<file path="config.mk">
export PLATFORM = sky130hd
export DESIGN_NAME = serial_uart
export DESIGN_NICKNAME = d
export VERILOG_FILES = /design/src/core/uart_pkg.sv /design/src/core/serial_uart.sv /design/src/core/shift_fifo.sv
export SDC_FILE = /design/constraint.sdc
export NUM_CORES = 1
export LEC_CHECK = 0
export BUFFER_PORTS_ARGS = -buffer_cell sky130_fd_sc_hd__buf_2
export CORE_MARGIN = 5
export CORE_UTILIZATION = 34
export DETAILED_ROUTE_END_ITERATION = 10
export REMOVE_ABC_BUFFERS = 1
export SYNTH_ARGS = -nofsm -noshare
export SYNTH_HDL_FRONTEND = slang
export SYNTH_SLANG_ARGS = --single-unit
</file>
<file path="constraint.sdc">
create_clock -name I_SYS_CLK -period 4.45 [get_ports I_SYS_CLK]
set_input_delay 0.6675 -clock I_SYS_CLK [delete_from_list [all_inputs] [get_ports I_SYS_CLK]]
set_output_delay 0.6675 -clock I_SYS_CLK [all_outputs]
set_load 0.005 [all_outputs]
</file>
<file path="src/core/uart_pkg.sv">
// Shared constants, configuration and status types of the serial transceiver
package uart_pkg;
   // ****************************************
   // Sizes and limits
   // ****************************************
   localparam int DATA_W = 9;
   localparam int FIFO_DEPTH = 8;
   localparam logic [15:0] DIV_MIN_ASYNC = 16'h0010;
   localparam logic [15:0] DIV_MIN_SYNC = 16'h0008;
   localparam logic [3:0] NBITS_7 = 4'h7;
   localparam logic [3:0] NBITS_8 = 4'h8;
   localparam logic [3:0] NBITS_9 = 4'h9;
   // Infrared pulse: 3/16 of a bit, or 3 prescaler periods in low power
   localparam int IR_PULSE_NUM = 3;
   localparam int IR_PULSE_SHIFT = 4;
   localparam int IR_LP_MULT = 3;

   // ****************************************
   // Types
   // ****************************************
   typedef enum logic [1:0] {LEN_7, LEN_8, LEN_9} len_t;
   typedef enum logic [1:0] {PAR_NONE, PAR_EVEN, PAR_ODD} par_t;

   typedef struct packed {
      logic [15:0] baud_divisor;
      len_t len;
      par_t parity;
      logic two_stop;
      logic msb_first;
      logic sync_mode;
      logic flow_ctrl_enable_bit;
      logic tx_enable_sw;
      logic [3:0] rx_trigger_level;
      logic ir_en;
      logic ir_low_power;
      logic [7:0] infrared_prescaler;
   } cfg_t;

   typedef struct packed {
      logic parity_err;
      logic overrun;
      logic frame_err;
      logic brk;
   } flags_t;
endpackage

</file>
<file path="src/core/serial_uart.sv">
// Asynchronous serial transceiver with FIFOs, flow control and infrared coding
`timescale 1ns/10ps
module serial_uart #(
   parameter int FIFO_DEPTH_P = uart_pkg::FIFO_DEPTH
) (
   input wire logic I_SYS_CLK,
   input wire logic I_RST_N,
   input wire uart_pkg::cfg_t I_CFG,
   input wire logic I_TX_VALID,
   input wire logic [uart_pkg::DATA_W-1:0] I_TX_DATA,
   output logic O_TX_READY,
   output logic O_RX_VALID,
   output logic [uart_pkg::DATA_W-1:0] O_RX_DATA,
   input wire logic I_RX_READY,
   output logic [$clog2(FIFO_DEPTH_P+1)-1:0] O_RX_LEVEL,
   input wire uart_pkg::flags_t I_FLAG_CLR,
   output uart_pkg::flags_t O_FLAGS,
   output logic O_TX_ENABLE,
   output logic O_TX_BUSY,
   input wire logic I_RXD,
   output logic O_TXD,
   input wire logic I_CTS,
   output logic O_RTS
);
   import uart_pkg::*;
   localparam int CW = $clog2(FIFO_DEPTH_P+1);

   typedef enum logic [2:0] {S_IDLE, S_START, S_DATA, S_PAR, S_STOP} st_t;

   // ****************************************
   // Shared configuration decode
   // ****************************************
   logic [15:0] div_ff;
   logic [15:0] div_min;
   logic [3:0] nbits;
   logic [DATA_W-1:0] len_mask;
   logic [17:0] pulse_len;

   assign div_min = I_CFG.sync_mode ? DIV_MIN_SYNC : DIV_MIN_ASYNC;

   // Out-of-range divisors are clamped rather than refused
   always_ff @(posedge I_SYS_CLK) begin
      if (!I_RST_N) begin
         div_ff <= DIV_MIN_ASYNC;
      end else begin
         div_ff <= (I_CFG.baud_divisor < div_min) ? div_min : I_CFG.baud_divisor;
      end
   end

   always_comb begin
      unique case (I_CFG.len)
         LEN_7: begin
            nbits = NBITS_7;
         end
         LEN_9: begin
            nbits = NBITS_9;
         end
         default: begin
            nbits = NBITS_8;
         end
      endcase
      len_mask = DATA_W'((18'h00001 << nbits) - 18'h00001);
   end

   always_comb begin
      if (I_CFG.ir_low_power) begin
         pulse_len = 18'({10'h000, I_CFG.infrared_prescaler} * 18'(IR_LP_MULT));
      end else begin
         pulse_len = 18'({2'h0, div_ff} * 18'(IR_PULSE_NUM)) >> IR_PULSE_SHIFT;
      end
   end

   // ****************************************
   // FIFOs
   // ****************************************
   logic tx_pop;
   logic tx_fifo_valid;
   logic [DATA_W-1:0] tx_fifo_data;
   logic rx_push;
   logic rx_fifo_ready;
   logic [DATA_W-1:0] rx_word;

   shift_fifo #(.WIDTH(DATA_W), .DEPTH(FIFO_DEPTH_P)) u_tx_fifo (
      .i_clk(I_SYS_CLK),
      .i_rst_n(I_RST_N),
      .i_in_valid(I_TX_VALID),
      .o_in_ready(O_TX_READY),
      .i_in_data(I_TX_DATA),
      .o_out_valid(tx_fifo_valid),
      .i_out_ready(tx_pop),
      .o_out_data(tx_fifo_data),
      .o_count()
   );

   shift_fifo #(.WIDTH(DATA_W), .DEPTH(FIFO_DEPTH_P)) u_rx_fifo (
      .i_clk(I_SYS_CLK),
      .i_rst_n(I_RST_N),
      .i_in_valid(rx_push),
      .o_in_ready(rx_fifo_ready),
      .i_in_data(rx_word),
      .o_out_valid(O_RX_VALID),
      .i_out_ready(I_RX_READY),
      .o_out_data(O_RX_DATA),
      .o_count(O_RX_LEVEL)
   );

   // ****************************************
   // Flow control
   // ****************************************
   always_ff @(posedge I_SYS_CLK) begin
      if (!I_RST_N) begin
         O_TX_ENABLE <= 1'b0;
      end else if (I_CFG.flow_ctrl_enable_bit) begin
         O_TX_ENABLE <= ~I_CTS;
      end else begin
         O_TX_ENABLE <= I_CFG.tx_enable_sw;
      end
   end

   // Between empty and the trigger level RTS keeps its last value
   always_ff @(posedge I_SYS_CLK) begin
      if (!I_RST_N || !I_CFG.flow_ctrl_enable_bit) begin
         O_RTS <= 1'b0;
      end else if (O_RX_LEVEL == '0) begin
         O_RTS <= 1'b0;
      end else if (O_RX_LEVEL >= CW'(I_CFG.rx_trigger_level)) begin
         O_RTS <= 1'b1;
      end
   end

   // ****************************************
   // Transmitter
   // ****************************************
   st_t tx_st_ff;
   logic [15:0] tx_cnt_ff;
   logic [3:0] tx_idx_ff;
   logic tx_stop2_ff;
   logic [DATA_W-1:0] tx_sh_ff;
   logic tx_tick;
   logic tx_bit;
   logic [3:0] tx_pos;
   logic tx_par;

   assign tx_tick = (tx_cnt_ff == div_ff - 16'h0001);
   assign tx_pos = I_CFG.msb_first ? (nbits - 4'h1 - tx_idx_ff) : tx_idx_ff;
   assign tx_par = (^tx_sh_ff) ^ (I_CFG.parity == PAR_ODD);
   // A new character is taken only while enabled; one in flight runs on
   assign tx_pop = (tx_st_ff == S_IDLE) && tx_fifo_valid && O_TX_ENABLE;

   always_comb begin
      unique case (tx_st_ff)
         S_START: begin
            tx_bit = 1'b0;
         end
         S_DATA: begin
            tx_bit = tx_sh_ff[tx_pos];
         end
         S_PAR: begin
            tx_bit = tx_par;
         end
         default: begin
            tx_bit = 1'b1;
         end
      endcase
   end

   always_ff @(posedge I_SYS_CLK) begin
      if (!I_RST_N || tx_tick || tx_pop) begin
         tx_cnt_ff <= '0;
      end else begin
         tx_cnt_ff <= tx_cnt_ff + 16'h0001;
      end
   end

   always_ff @(posedge I_SYS_CLK) begin
      if (!I_RST_N) begin
         tx_st_ff <= S_IDLE;
         tx_idx_ff <= '0;
         tx_stop2_ff <= 1'b0;
         tx_sh_ff <= '0;
      end else if (tx_pop) begin
         tx_st_ff <= S_START;
         tx_sh_ff <= tx_fifo_data & len_mask;
      end else if (tx_tick) begin
         unique case (tx_st_ff)
            S_IDLE: begin
               tx_st_ff <= S_IDLE;
            end
            S_START: begin
               tx_st_ff <= S_DATA;
               tx_idx_ff <= '0;
            end
            S_DATA: begin
               tx_idx_ff <= tx_idx_ff + 4'h1;
               if (tx_idx_ff == nbits - 4'h1) begin
                  tx_st_ff <= (I_CFG.parity == PAR_NONE) ? S_STOP : S_PAR;
                  tx_stop2_ff <= I_CFG.two_stop;
               end
            end
            S_PAR: begin
               tx_st_ff <= S_STOP;
            end
            S_STOP: begin
               tx_stop2_ff <= 1'b0;
               tx_st_ff <= tx_stop2_ff ? S_STOP : S_IDLE;
            end
         endcase
      end
   end

   always_ff @(posedge I_SYS_CLK) begin
      if (!I_RST_N) begin
         O_TXD <= 1'b1;
         O_TX_BUSY <= 1'b0;
      end else begin
         O_TX_BUSY <= (tx_st_ff != S_IDLE) || tx_fifo_valid;
         if (I_CFG.ir_en) begin
            O_TXD <= ~tx_bit && ({2'h0, tx_cnt_ff} < pulse_len);
         end else begin
            O_TXD <= tx_bit;
         end
      end
   end

   // ****************************************
   // Infrared demodulator
   // ****************************************
   logic [8:0] flt_ff;
   logic [15:0] hold_ff;
   logic demod_ff;
   logic [8:0] flt_load;

   // Low power doubles the window: under one period is lost, over two is kept
   assign flt_load = I_CFG.ir_low_power ? {I_CFG.infrared_prescaler, 1'b0} : {1'b0, I_CFG.infrared_prescaler};

   always_ff @(posedge I_SYS_CLK) begin
      if (!I_RST_N || I_RXD) begin
         flt_ff <= flt_load;
      end else if (flt_ff != '0) begin
         flt_ff <= flt_ff - 9'h001;
      end
   end

   // An accepted pulse is stretched half a bit so the receiver can sample it
   always_ff @(posedge I_SYS_CLK) begin
      if (!I_RST_N) begin
         hold_ff <= '0;
         demod_ff <= 1'b1;
      end else begin
         if (!I_RXD && flt_ff == '0) begin
            hold_ff <= div_ff >> 1;
         end else if (hold_ff != '0) begin
            hold_ff <= hold_ff - 16'h0001;
         end
         demod_ff <= (hold_ff == '0);
      end
   end

   // ****************************************
   // Receiver
   // ****************************************
   st_t rx_st_ff;
   logic [15:0] rx_cnt_ff;
   logic [3:0] rx_idx_ff;
   logic [DATA_W-1:0] rx_sh_ff;
   logic rx_par_ff;
   logic rx_line;
   logic rx_tick;
   logic rx_half;
   logic [3:0] rx_pos;
   logic stop_seen;
   logic par_bad;
   flags_t flag_set;

   assign rx_line = I_CFG.ir_en ? demod_ff : I_RXD;
   assign rx_tick = (rx_cnt_ff == div_ff - 16'h0001);
   assign rx_half = (rx_cnt_ff == (div_ff >> 1) - 16'h0001);
   assign rx_pos = I_CFG.msb_first ? (nbits - 4'h1 - rx_idx_ff) : rx_idx_ff;
   assign stop_seen = (rx_st_ff == S_STOP) && rx_tick;
   assign par_bad = (I_CFG.parity != PAR_NONE) && (rx_par_ff != ((^rx_sh_ff) ^ (I_CFG.parity == PAR_ODD)));
   assign rx_word = rx_sh_ff;
   // Frames without a stop bit never enter the FIFO
   assign rx_push = stop_seen && rx_line && rx_fifo_ready;

   always_comb begin
      flag_set.parity_err = stop_seen && par_bad;
      flag_set.overrun = stop_seen && rx_line && !rx_fifo_ready;
      flag_set.frame_err = stop_seen && !rx_line;
      flag_set.brk = stop_seen && !rx_line && rx_sh_ff == '0 && !rx_par_ff;
   end

   always_ff @(posedge I_SYS_CLK) begin
      if (!I_RST_N || (rx_st_ff == S_IDLE) || rx_tick || (rx_st_ff == S_START && rx_half)) begin
         rx_cnt_ff <= '0;
      end else begin
         rx_cnt_ff <= rx_cnt_ff + 16'h0001;
      end
   end

   always_ff @(posedge I_SYS_CLK) begin
      if (!I_RST_N) begin
         rx_st_ff <= S_IDLE;
         rx_idx_ff <= '0;
         rx_sh_ff <= '0;
         rx_par_ff <= 1'b0;
      end else begin
         unique case (rx_st_ff)
            S_IDLE: begin
               if (!rx_line) begin
                  rx_st_ff <= S_START;
               end
            end
            S_START: begin
               if (rx_half) begin
                  rx_st_ff <= rx_line ? S_IDLE : S_DATA;
                  rx_idx_ff <= '0;
                  rx_sh_ff <= '0;
                  rx_par_ff <= 1'b0;
               end
            end
            S_DATA: begin
               if (rx_tick) begin
                  rx_sh_ff[rx_pos] <= rx_line;
                  rx_idx_ff <= rx_idx_ff + 4'h1;
                  if (rx_idx_ff == nbits - 4'h1) begin
                     rx_st_ff <= (I_CFG.parity == PAR_NONE) ? S_STOP : S_PAR;
                  end
               end
            end
            S_PAR: begin
               if (rx_tick) begin
                  rx_par_ff <= rx_line;
                  rx_st_ff <= S_STOP;
               end
            end
            S_STOP: begin
               if (rx_tick) begin
                  rx_st_ff <= S_IDLE;
               end
            end
         endcase
      end
   end

   // Sticky flags; a new event wins over a clear in the same cycle
   always_ff @(posedge I_SYS_CLK) begin
      if (!I_RST_N) begin
         O_FLAGS <= '0;
      end else begin
         O_FLAGS <= (O_FLAGS & ~I_FLAG_CLR) | flag_set;
      end
   end

   // ****************************************
   // Assertions
   // ****************************************
   a_rts_flow_off: assert property (@(posedge I_SYS_CLK) disable iff (!I_RST_N)
      !I_CFG.flow_ctrl_enable_bit |=> !O_RTS)
      else $error("RTS asserted with flow control off");
   a_rts_empty_low: assert property (@(posedge I_SYS_CLK) disable iff (!I_RST_N)
      I_CFG.flow_ctrl_enable_bit && O_RX_LEVEL == '0 |=> !O_RTS)
      else $error("RTS high while receive store empty");
   a_rts_trigger: assert property (@(posedge I_SYS_CLK) disable iff (!I_RST_N)
      I_CFG.flow_ctrl_enable_bit && O_RX_LEVEL != '0 && O_RX_LEVEL >= CW'(I_CFG.rx_trigger_level) |=> O_RTS)
      else $error("RTS low at trigger level");
   a_cts_txen: assert property (@(posedge I_SYS_CLK) disable iff (!I_RST_N)
      I_CFG.flow_ctrl_enable_bit |=> O_TX_ENABLE == !$past(I_CTS))
      else $error("Transmit enable does not follow CTS");
   a_tx_finish_char: assert property (@(posedge I_SYS_CLK) disable iff (!I_RST_N)
      tx_st_ff inside {S_START, S_DATA, S_PAR} |=> tx_st_ff != S_IDLE)
      else $error("Character cut short before stop bit");
   a_tx_hold_off: assert property (@(posedge I_SYS_CLK) disable iff (!I_RST_N)
      tx_st_ff == S_IDLE && !O_TX_ENABLE |=> tx_st_ff == S_IDLE)
      else $error("Character started while transmit disabled");
   a_start_low: assert property (@(posedge I_SYS_CLK) disable iff (!I_RST_N)
      tx_st_ff == S_START && !I_CFG.ir_en |=> !O_TXD)
      else $error("Start bit not at active level");
   a_stop_high: assert property (@(posedge I_SYS_CLK) disable iff (!I_RST_N)
      tx_st_ff inside {S_STOP, S_IDLE} && !I_CFG.ir_en |=> O_TXD)
      else $error("Stop or idle bit not at idle level");
   a_ir_idle_dark: assert property (@(posedge I_SYS_CLK) disable iff (!I_RST_N)
      tx_st_ff == S_IDLE && I_CFG.ir_en |=> !O_TXD)
      else $error("Infrared output lit for a one");
   a_overrun_flag: assert property (@(posedge I_SYS_CLK) disable iff (!I_RST_N)
      stop_seen && rx_line && !rx_fifo_ready |-> !rx_push ##1 O_FLAGS.overrun)
      else $error("Overrun not flagged or character stored");
   a_frame_flag: assert property (@(posedge I_SYS_CLK) disable iff (!I_RST_N)
      stop_seen && !rx_line |-> !rx_push ##1 O_FLAGS.frame_err)
      else $error("Missing stop bit not reported");
   a_div_floor: assert property (@(posedge I_SYS_CLK) disable iff (!I_RST_N)
      ##1 div_ff >= DIV_MIN_SYNC && (div_ff >= DIV_MIN_ASYNC || $past(I_CFG.sync_mode)))
      else $error("Baud divisor below its floor");
endmodule // serial_uart

</file>
<file path="src/core/shift_fifo.sv">
// Shift-register FIFO with registered head, count and handshake flags
`timescale 1ns/10ps
module shift_fifo #(
   parameter int WIDTH = 9,
   parameter int DEPTH = 16
) (
   input wire logic i_clk,
   input wire logic i_rst_n,
   input wire logic i_in_valid,
   output logic o_in_ready,
   input wire logic [WIDTH-1:0] i_in_data,
   output logic o_out_valid,
   input wire logic i_out_ready,
   output logic [WIDTH-1:0] o_out_data,
   output logic [$clog2(DEPTH+1)-1:0] o_count
);
   localparam int CW = $clog2(DEPTH+1);
   logic [WIDTH-1:0] mem_ff [DEPTH];
   logic [CW-1:0] count_ff;
   logic [CW-1:0] nxt_count;
   logic [CW-1:0] wr_idx;
   logic push;
   logic pop;

   assign push = i_in_valid & o_in_ready;
   assign pop = i_out_ready & o_out_valid;
   assign nxt_count = count_ff + CW'(push) - CW'(pop);
   assign wr_idx = count_ff - CW'(pop);
   assign o_out_data = mem_ff[0];
   assign o_count = count_ff;

   always_ff @(posedge i_clk) begin
      if (!i_rst_n) begin
         count_ff <= '0;
         o_in_ready <= 1'b0;
         o_out_valid <= 1'b0;
      end else begin
         count_ff <= nxt_count;
         o_in_ready <= (nxt_count != CW'(DEPTH));
         o_out_valid <= (nxt_count != '0);
      end
   end

   // Entries move toward the head on a pop, so the head is always a register
   for (genvar i = 0; i < DEPTH; i++) begin : g_entry
      always_ff @(posedge i_clk) begin
         if (!i_rst_n) begin
            mem_ff[i] <= '0;
         end else if (push && wr_idx == CW'(i)) begin
            mem_ff[i] <= i_in_data;
         end else if (pop) begin
            mem_ff[i] <= (i + 1 < DEPTH) ? mem_ff[(i + 1) % DEPTH] : '0;
         end
      end
   end
endmodule // shift_fifo

</file>
==> results of run 1 <==
## sequential cells by signal (all words and copies together), names as in the netlist, 9 cells and up
signal / flops
div_ff: 16
u_rx_fifo.mem_ff: 72
hold_ff: 16
rx_cnt_ff: 16
flt_ff: 9
u_tx_fifo.mem_ff: 72
tx_cnt_ff: 16
tx_sh_ff: 9
rx_sh_ff: 9
## worst max path at each step
stage	start	endpoint	depth (start not counted)
after floorplan	div_ff[1]	u_rx_fifo.mem_ff[1][0]	10
after global placement	div_ff[0]	u_rx_fifo.o_in_ready	14
after detailed placement	div_ff[0]	u_rx_fifo.o_in_ready	14
after CTS	div_ff[0]	u_rx_fifo.o_in_ready	14
after global routing	div_ff[14]	u_rx_fifo.o_in_ready	14
final	div_ff[13]	u_rx_fifo.o_in_ready	14
## per-stage QoR
stage	hold slack [ps]	setup slack (ps)
floorplan	426	538
global placement	446	392
detailed placement	461	293
CTS	305	278
global route	316	21.6
finish	333	334
## layout make-up
type	count	area, sq um
Multi-Input combinational cell	1229	8610
Tap cell	615	769
Inverter	85	319
Fill cell	4722	29200
Clock buffer	42	827
Antenna cell	1	2.50
Clock inverter	16	263
Timing Repair Buffer	120	701
Sequential cell	272	6980
## cells in the mapped netlist, drive strengths merged, types with 5 or more instances
library cell	count
nor3	45
xor2	56
nand4b	6
a211oi	13
and3	29
and2	25
nand4	28
nand3	63
o221ai	6
inv	83
o21ai	31
fa	5
nand2	196
dfxtp	119
nor4	20
o21a	10
or3	13
mux2i	88
a21o	17
buf	42
a21oi	68
ha	91
xnor3	12
nor2	134
or4	6
a31oi	6
nor3b	8
edfxtp	153
and4	6
a311oi	7
nor2b	12
a22o	54
xnor2	79
nand2b	17
o211ai	9
clkbuf	51
nand3b	7
## routing by layer
layer | routed length (microns) | GRT usage [%]
met5 | 41 | 0
met4 | 1010 | 3.78
met3 | 1550 | 2.29
met2 | 20200 | 26.6
met1 | 19000 | 20.2
## power by group through the flow
stage          clock network, mW  registers [mW]  logic, mW
5_1_grt                     2.92            3.27       1.86
2_1_floorplan                  0            3.24       1.18
3_5_place_dp                   0            3.28       1.65
4_1_cts                     2.82            3.23       1.66
3_3_place_gp                   0            3.27       1.61
6_report                    2.76            3.23       1.66
## cell families after synthesis
group,count (synthesis),synth area share [%]
mux,92,5.67
other cells,1,0.0230
simple gates,629,19.1
buf+inv,178,4.63
compound gates,263,11.4
fa+ha+maj,96,7.59
flops,272,42.7
xor+xnor,147,8.90
==> results by stage, run 1 <==
Run status:
- The flow ran to the end, and the final reports show no timing, DRC or antenna violations.

Clock network:
- The number of buffers added to fix hold violations after cts is 0.
- The TritonCTS clock tree is yes.
- The maximum clock insertion buffer count is 3.
- For the worst-skew pair, the clock arrives at the later sink with an insertion delay of about 580 ps.
- For this design, the sink count on the clock tree is 272.
- The number of buffers added by the clock tree synthesis step is 31.
- The clock-pin slew of the registers on the worst-case setup and hold paths is roughly 60 ps.
- Post-CTS timing repair inserted 0 buffers for setup.
- The deepest level of the CTS H-tree is 1.
- The clock root buffer is sky130_fd_sc_hd__clkbuf_16.
- The count of instances resized after the clock tree is built is 0.

Floorplanning:
- The area of the placeable core is ~48,000 sq um.
- The y dimension of the die is ~230 microns.
- The starting density of the core is between 30% and 40%.
- The area enclosed by the die boundary is 52,500 sq um.
- Pin placement for this block handled 81 I/O pins.
- The cell row count is 80.
- The floorplan step set the die width to around 230 microns.

Min path:
- The start point of the worst hold path is I_CFG[34].
- The worst hold path was traced through 2 stages.
- The worst hold path terminates at div_ff[11].
- The tightest min-delay check is of the input pin to flip-flop type.

Critical path:
- The data arrival time at the worst-slack endpoint is roughly 4600 ps.
- In this run the worst path has a maximum fanout of 8.
- The dominant cell type by count on the critical path is sky130_fd_sc_hd__inv_1.
- The worst setup path is launched from a flip-flop.
- The type of the setup path with the least slack is flip-flop to flip-flop.
- Across all register-to-register paths, the minimum setup slack is roughly 330 ps.
- The worst register-to-register path has a depth of 14.
- The slowest stage of the critical path belongs to the cell sky130_fd_sc_hd__fa_1.
- The family with the most delay on the worst path is simple AND/OR/NAND/NOR gates.
- In this design, the stage delay of the slowest critical-path cell is between 500 and 600 ps.
- The endpoint identified for the worst register-to-register timing path is u_rx_fifo.o_in_ready.
- The origin of the critical flop-to-flop path is div_ff[13].
- Traced cell by cell, the critical path runs through inv_1 -> ha_1 -> nand4b_1 -> o221ai_1 -> a311oi_1 -> nand4_1 -> nor4_4 -> nand2_2 -> nor3_1 -> ha_1 -> inv_1 -> fa_1 -> inv_1 -> o41a_1.
- The buffering stage count on the worst path with inverters included is 3.
- STA classifies the critical path endpoint as a flip-flop.
- The critical path required time is roughly 5000 ps.

Yosys:
- The cell area after synthesis is about 16,000 sq um.
- The cell count after synthesis came out at between 1,500 and 2,000.
- The number of synthesized register bits is between 200 and 300.
- In this run, distinct cell masters in the synthesized netlist total slightly above 80.
- Among all flip-flop cells after synthesis, the most frequent one is sky130_fd_sc_hd__edfxtp_1.
- The most area-hungry cell type in the Yosys netlist is sky130_fd_sc_hd__edfxtp_1.
- For this run, the register share of the synthesized area comes to 42.7%.
- The fraction of post-synthesis cell area in the top cell type by area is 28.1%.
- The average instance in the mapped netlist occupies between 9 and 10 sq um.
- By area the synthesized netlist is led by sky130_fd_sc_hd__edfxtp_1, sky130_fd_sc_hd__dfxtp_1, sky130_fd_sc_hd__ha_1.
- Yosys printed 0 warnings.
- The proportion of register bits with asynchronous set or reset after synthesis is 0%.
- The number of enable-type register cells in the synthesized netlist is between 150 and 200.

Pwr:
- IR analysis of the VDD net gives a maximum drop of 0.264 mV.
- The leakage power is approximately 7.6 nW.
- Power spread over the standard cell area amounts to roughly 410 nW/um^2.
- The share of power burned in the clock network is a little over a third.
- The internal power component is ~5.4 mW.
- The proportion of power drawn by flip-flops and latches is between 40% and 50%.
- The relative contribution of combinational cells to total power is between 20% and 30%.
- The switching power as a share of total power is between 20 and 30%.
- Overall power consumption after layout is estimated at 7.65 mW.
- The switching component of the power is 2.24 mW.

STA:
- The maximum clock skew at final layout is around 14 ps.
- The post-route minimum period is around 4100 ps.
- Setup violations remaining at the end of the flow were counted as 0.
- Of the available clock period, the critical path in the final layout requires 92.5%.
- The number of hold-slack violations in the final timing report is 0.
- Based on the critical path, the design can be clocked at up to 243 MHz.
- Adding up every negative setup slack in the final design gives 0 ps.
- The final max-slew violation count is 0.
- For the pin with the worst max-slew slack, the measured transition is 1060 ps.
- Setup repair after global routing left no endpoint under its margin.
- The worst slew slack as a fraction of its limit is between 20 and 30%.

Route:
- The detailed-router iteration count before antenna repair is 5.
- The via density per instance is 5.26.
- In this run, the number of DRC markers left after iteration 0 of detailed routing was approximately 900.
- In this run the remaining antenna-violating nets after routing total 0.
- The total wire length after detailed routing is between 40,000 and 50,000 microns.
- Dividing the detail-routed wire length by the instance count gives roughly 18 microns.
- Detailed routing inserted a total of 12,500 vias.
- The total DRC errors in the routed layout is 0.

Finish:
- The commonest non-fill, non-tap cell in the layout is sky130_fd_sc_hd__nand2_1.
- The final layout contains roughly 1,900 nets.
- The area growth from synthesis to layout is 13.1%.
- The core utilization of the finished layout is between 30% and 40%.
- Leaving out fill and tap cells, the most frequent cells in the layout are sky130_fd_sc_hd__nand2_1, sky130_fd_sc_hd__edfxtp_1, sky130_fd_sc_hd__nor2_1, sky130_fd_sc_hd__dfxtp_1, sky130_fd_sc_hd__ha_1.
- Summing all non-filler instances in the final layout gives an area of roughly 18,000 sq um.
- The finished layout holds between 2,000 and 2,500 standard cells, fillers aside.
- Of the cells placed in the final design, the portion with a size suffix greater than 1 is between 10% and 20%.

Global route:
- The initial antenna violation count was 4.
- The via count of the first global-routing pass was about 12,000.
- The first-pass GRT wire length is roughly 67,000 microns.
- Global routing consumed, over all layers together, 15.3% of the routing resources.
- Global routing finished with a remaining overflow of 0.
- The largest net degree at the start of global routing is 64.

Run:
- The tool flagged a number of max-cap violations equal to 0.

Place:
- The number of placed instances, taps included, is around 2,300.
- Routability-driven placement finished with a final weighted congestion of roughly 0.90.
- The half-perimeter wire length of the detailed placement result is between 30,000 and 40,000 microns.
- The number of buffers inserted by port buffering is 80.
- The placed instance area is ~17,000 sq um.
Note: power is estimated with default switching activity, not from simulation.
==> inputs of run 2 (changes only) <==
--- a/config.mk
+++ b/config.mk
@@ -7,4 +7,5 @@
 export LEC_CHECK = 0
 export BUFFER_PORTS_ARGS = -buffer_cell sky130_fd_sc_hd__buf_2
+export CORE_ASPECT_RATIO = 0.75
 export CORE_MARGIN = 5
 export CORE_UTILIZATION = 34
==> constraint.sdc (replaced) <==
create_clock -name I_SYS_CLK -period 4.45 [get_ports I_SYS_CLK]
set_input_delay 0.2225 -clock I_SYS_CLK [delete_from_list [all_inputs] [get_ports I_SYS_CLK]]
set_output_delay 0.2225 -clock I_SYS_CLK [all_outputs]
set_load 0.005 [all_outputs]
==> run 2 against run 1 <==
Effect of this change: global-route usage up 0.55 points; critical endpoint is now O_TXD; largest power group unchanged; sequential cell count unchanged; critical path depth up 2; first-iteration DRC count down 7.2%; count of clock-buffer cells in the layout down 1; clock skew up 5.1 ps.
==> results by stage, run 2 (same netlist as run 1, synthesis figures left out) <==
Route:
- The antenna violation net count after detailed routing came to 0 (unchanged).
- The iteration-0 DRC count of the detailed router is 838 (-7.2%).
- The via density per instance is 5.14 (-2.1%).
- The average routed wire per standard cell is 17.7 microns (+0.69%).
- The count of vias placed by the detailed router is 12,500 (-0.13%).
- The detailed-router iteration count before antenna repair came to 5 (unchanged).
- The total DRC errors in the routed layout is 0 (unchanged).
- The total wire length after detailed routing was 43,000 microns (+2.8%).

Pwr:
- The leakage power is 7.70 nW (+1.1%).
- The worst voltage drop across the vdd grid is 0.247 mV (-6.4%).
- The power density over the cells is 403 nW/um^2 (-2.8%).
- The total chip power is 7.53 mW (-1.5%).

Critical path:
- The cell family contributing the most delay on the critical path is compound AO/OA/AOI/OAI gates.
- The buffering stage count on the worst path with inverters included was 1 (-2).
- The critical path capture point type is a flip-flop.
- The maximum net fanout on the critical path is 5 (-3).
- Tracing the worst setup path back leads to its startpoint at div_ff[5].
- The origin of the critical flop-to-flop path is div_ff[5].
- The register-to-register setup slack was 180 ps (-150 ps).
- The critical path is of the flip-flop to flip-flop type.
- The critical path startpoint category is a flip-flop.
- The data arrival time at the worst-slack endpoint came to 4660 ps (+90 ps).
- The peak per-stage delay on the critical path came to 620 ps (+70 ps).
- The critical path required time is 4850 ps (-50 ps).
- The slowest stage of the critical path is the sky130_fd_sc_hd__o41ai_1 cell.
- Traced cell by cell, the critical path runs through inv_1 -> ha_1 -> and3_1 -> a221o_1 -> a211oi_1 -> o41ai_1 -> o21a_1 -> nor3_1 -> a21oi_1 -> ha_1 -> a21o_1 -> a21o_1 -> a211oi_1 -> o211ai_1 -> o21bai_1 -> a31oi_1.

STA:
- The final max-slew violation count came to 0 (unchanged).
- The setup TNS after final layout came to 0 ps (unchanged).
- The maximum clock skew at final layout is 19.5 ps (+5.10 ps).
- The post-route minimum period is 4270 ps (+152 ps).
- The pin slew with the least headroom to its limit was 1140 ps (+75.3 ps).
- The maximum operating frequency is 234 MHz (-3.6%).
- The worst hold slack was 19.1 ps (-314 ps).
- The share of the clock period used by the worst path after layout was 95.9% (+3.4 points).
- The worst slew slack as a fraction of its limit is 24.0% (-4.5 points).
- Setup repair after global routing left no endpoint under its margin.
- The number of hold-slack violations in the final timing report is 0 (unchanged).
- The final count of negative-setup-slack endpoints came to 0 (unchanged).

Finish:
- The core utilization of the finished layout is 39.4% (+0.63 points).
- The signed area change from the synthesized netlist to the final layout is 14.5%.
- The count of inserted antenna diode cells is 0 (-1).
- In the layout the commonest cells are sky130_fd_sc_hd__nand2_1, sky130_fd_sc_hd__edfxtp_1, sky130_fd_sc_hd__nor2_1, sky130_fd_sc_hd__dfxtp_1, sky130_fd_sc_hd__ha_1.
- The layout net count is 1,920 (+1.4%).
- The fraction of final layout cells sized beyond drive strength 1 is 11.2% (+0.12 points).
- The fill cell total of the finished layout is 4,694 (-0.59%).
- The commonest non-fill, non-tap cell in the layout is sky130_fd_sc_hd__nand2_1.
- The final non-filler cell total came to 2,429 (+2.1%).
- In the final layout, the registers with the most flip-flops are u_rx_fifo.mem_ff x72, u_tx_fifo.mem_ff x72.

Clock network:
- The post-CTS setup-driven buffer insertion count is 0 (unchanged).
- The deepest level of the CTS H-tree is 1 (unchanged).
- The clock sink total is 272 (unchanged).
- The number of buffers added by the clock tree synthesis step is 30 (-3.2%).
- The clock-pin slew of the registers on the worst-case setup and hold paths came to 60 ps (about the same).
- The maximum clock insertion buffer count is 3 (unchanged).
- The clock root buffer is sky130_fd_sc_hd__clkbuf_16.
- The insertion delay to the later sink of the worst-skew pair is 570 ps (about the same).
- The TritonCTS clock tree is yes.

Global route:
- The first-pass GRT wire length was 68,000 microns (+2.2%).
- The total global routing track utilization is 15.9% (+0.55 points).
- The largest net degree at the start of global routing came to 64 (unchanged).
- The initial antenna violation count was 0 (-4).
- The via count of the first global-routing pass is 12,100 (-1.5%).
- The total congestion overflow is 0 (unchanged).

Floorplanning:
- The cell row count came to 69 (-14%).
- The starting density of the core came to 34.4% (+0.12 points).
- The area enclosed by the die boundary is 52,600 sq um (about the same).
- The die outline width is 263 microns (+15%).
- The top-level I/O count is 81 (unchanged).
- The y dimension of the die is 200 microns (-13%).
- The area of the placeable core came to 47,500 sq um (-0.34%).

Place:
- The count of placed standard cells including taps came to 2,348 (+1.2%).
- The final weighted congestion in routability-driven placement was 0.909 (+0.54%).
- The number of buffers inserted by port buffering is 80 (unchanged).
- The half-perimeter wire length of the detailed placement result came to 32,500 microns (+1.7%).

Run status:
- The run finished with clean final reports.

Min path:
- The worst hold path begins at I_CFG[20].
- The path class of the tightest hold or removal check is input pin to flip-flop.

Run:
- The number of violations of the max-capacitance limit is 0 (unchanged).
-- run 2: cell count changes in the layout (fill, tap and decap cells not counted), sizes merged --
| cell | before | now |
|---|---|---|
| buf | 120 | 123 |
| bufinv | 7 | 4 |
| clkbuf | 42 | 41 |
| clkinv | 10 | 9 |
| clkinvlp | 0 | 4 |
| diode | 1 | 0 |
| dlygate4sd3 | 0 | 25 |
| inv | 84 | 83 |
-- run 2: per-layer routing --
layer  vias up  wire length [microns]  share of wire, %  global-route usage, %
li1       6185                      -                 -                      -
met1      6013                  22600                53                   24.6
met2       242                  17900                42                   24.0
met3        55                   1900               4.4                   2.17
met4         0                    651               1.5                   2.85
met5         -                      0                 0                      0
-- run 2: worst register-to-register path, cell delays in order (launching register included) --
cell and delay (ps):
sky130_fd_sc_hd__dfxtp_1 340, sky130_fd_sc_hd__inv_1 70, sky130_fd_sc_hd__ha_1 320, sky130_fd_sc_hd__and3_1 160
sky130_fd_sc_hd__a221o_1 260, sky130_fd_sc_hd__a211oi_1 120, sky130_fd_sc_hd__o41ai_1 620, sky130_fd_sc_hd__o21a_1 260
sky130_fd_sc_hd__nor3_1 70, sky130_fd_sc_hd__a21oi_1 190, sky130_fd_sc_hd__ha_1 280, sky130_fd_sc_hd__a21o_1 160
sky130_fd_sc_hd__a21o_1 170, sky130_fd_sc_hd__a211oi_1 240, sky130_fd_sc_hd__o211ai_1 150, sky130_fd_sc_hd__o21bai_1 230
sky130_fd_sc_hd__a31oi_1 460
-- run 2: path summary, 6_finish.rpt --
kind | endpoint | cells after the start
max | O_TXD | 16
max reg2reg | O_TXD | 16
min reg2reg | rx_idx_ff[2] | 2
min | tx_st_ff[1] | 3
-- run 2: timing repair --
item / in CTS / in global routing
setup endpoints to repair: 0 / 2
gates resized for setup: 0 / 2
hold endpoints to repair: 23 / 0
hold buffers: 25 / 0
-- run 2: power breakdown --
group	switching, mW	internal, mW
registers	0.194	3.05
logic	1.02	0.670
clock network	1.05	1.55
-- run 2: final cells by class --
class,instances,area [sq um],share of cell area (%)
clock inverter,15,180,0.963
tap,639,800,4.27
clock buffer,41,843,4.51
sequential,272,6980,37.3
multi-input combinational,1229,8610,46.0
timing repair buffer,148,973,5.20
inverter,85,319,1.71
-- run 2: per-stage QoR --
stage	instance area [sq um]	worst slack, ps
final	18700	182
after global routing	18700	44.1
after CTS	18700	174
after detailed placement	17400	206
after global placement	17400	236
after floorplan	15900	538
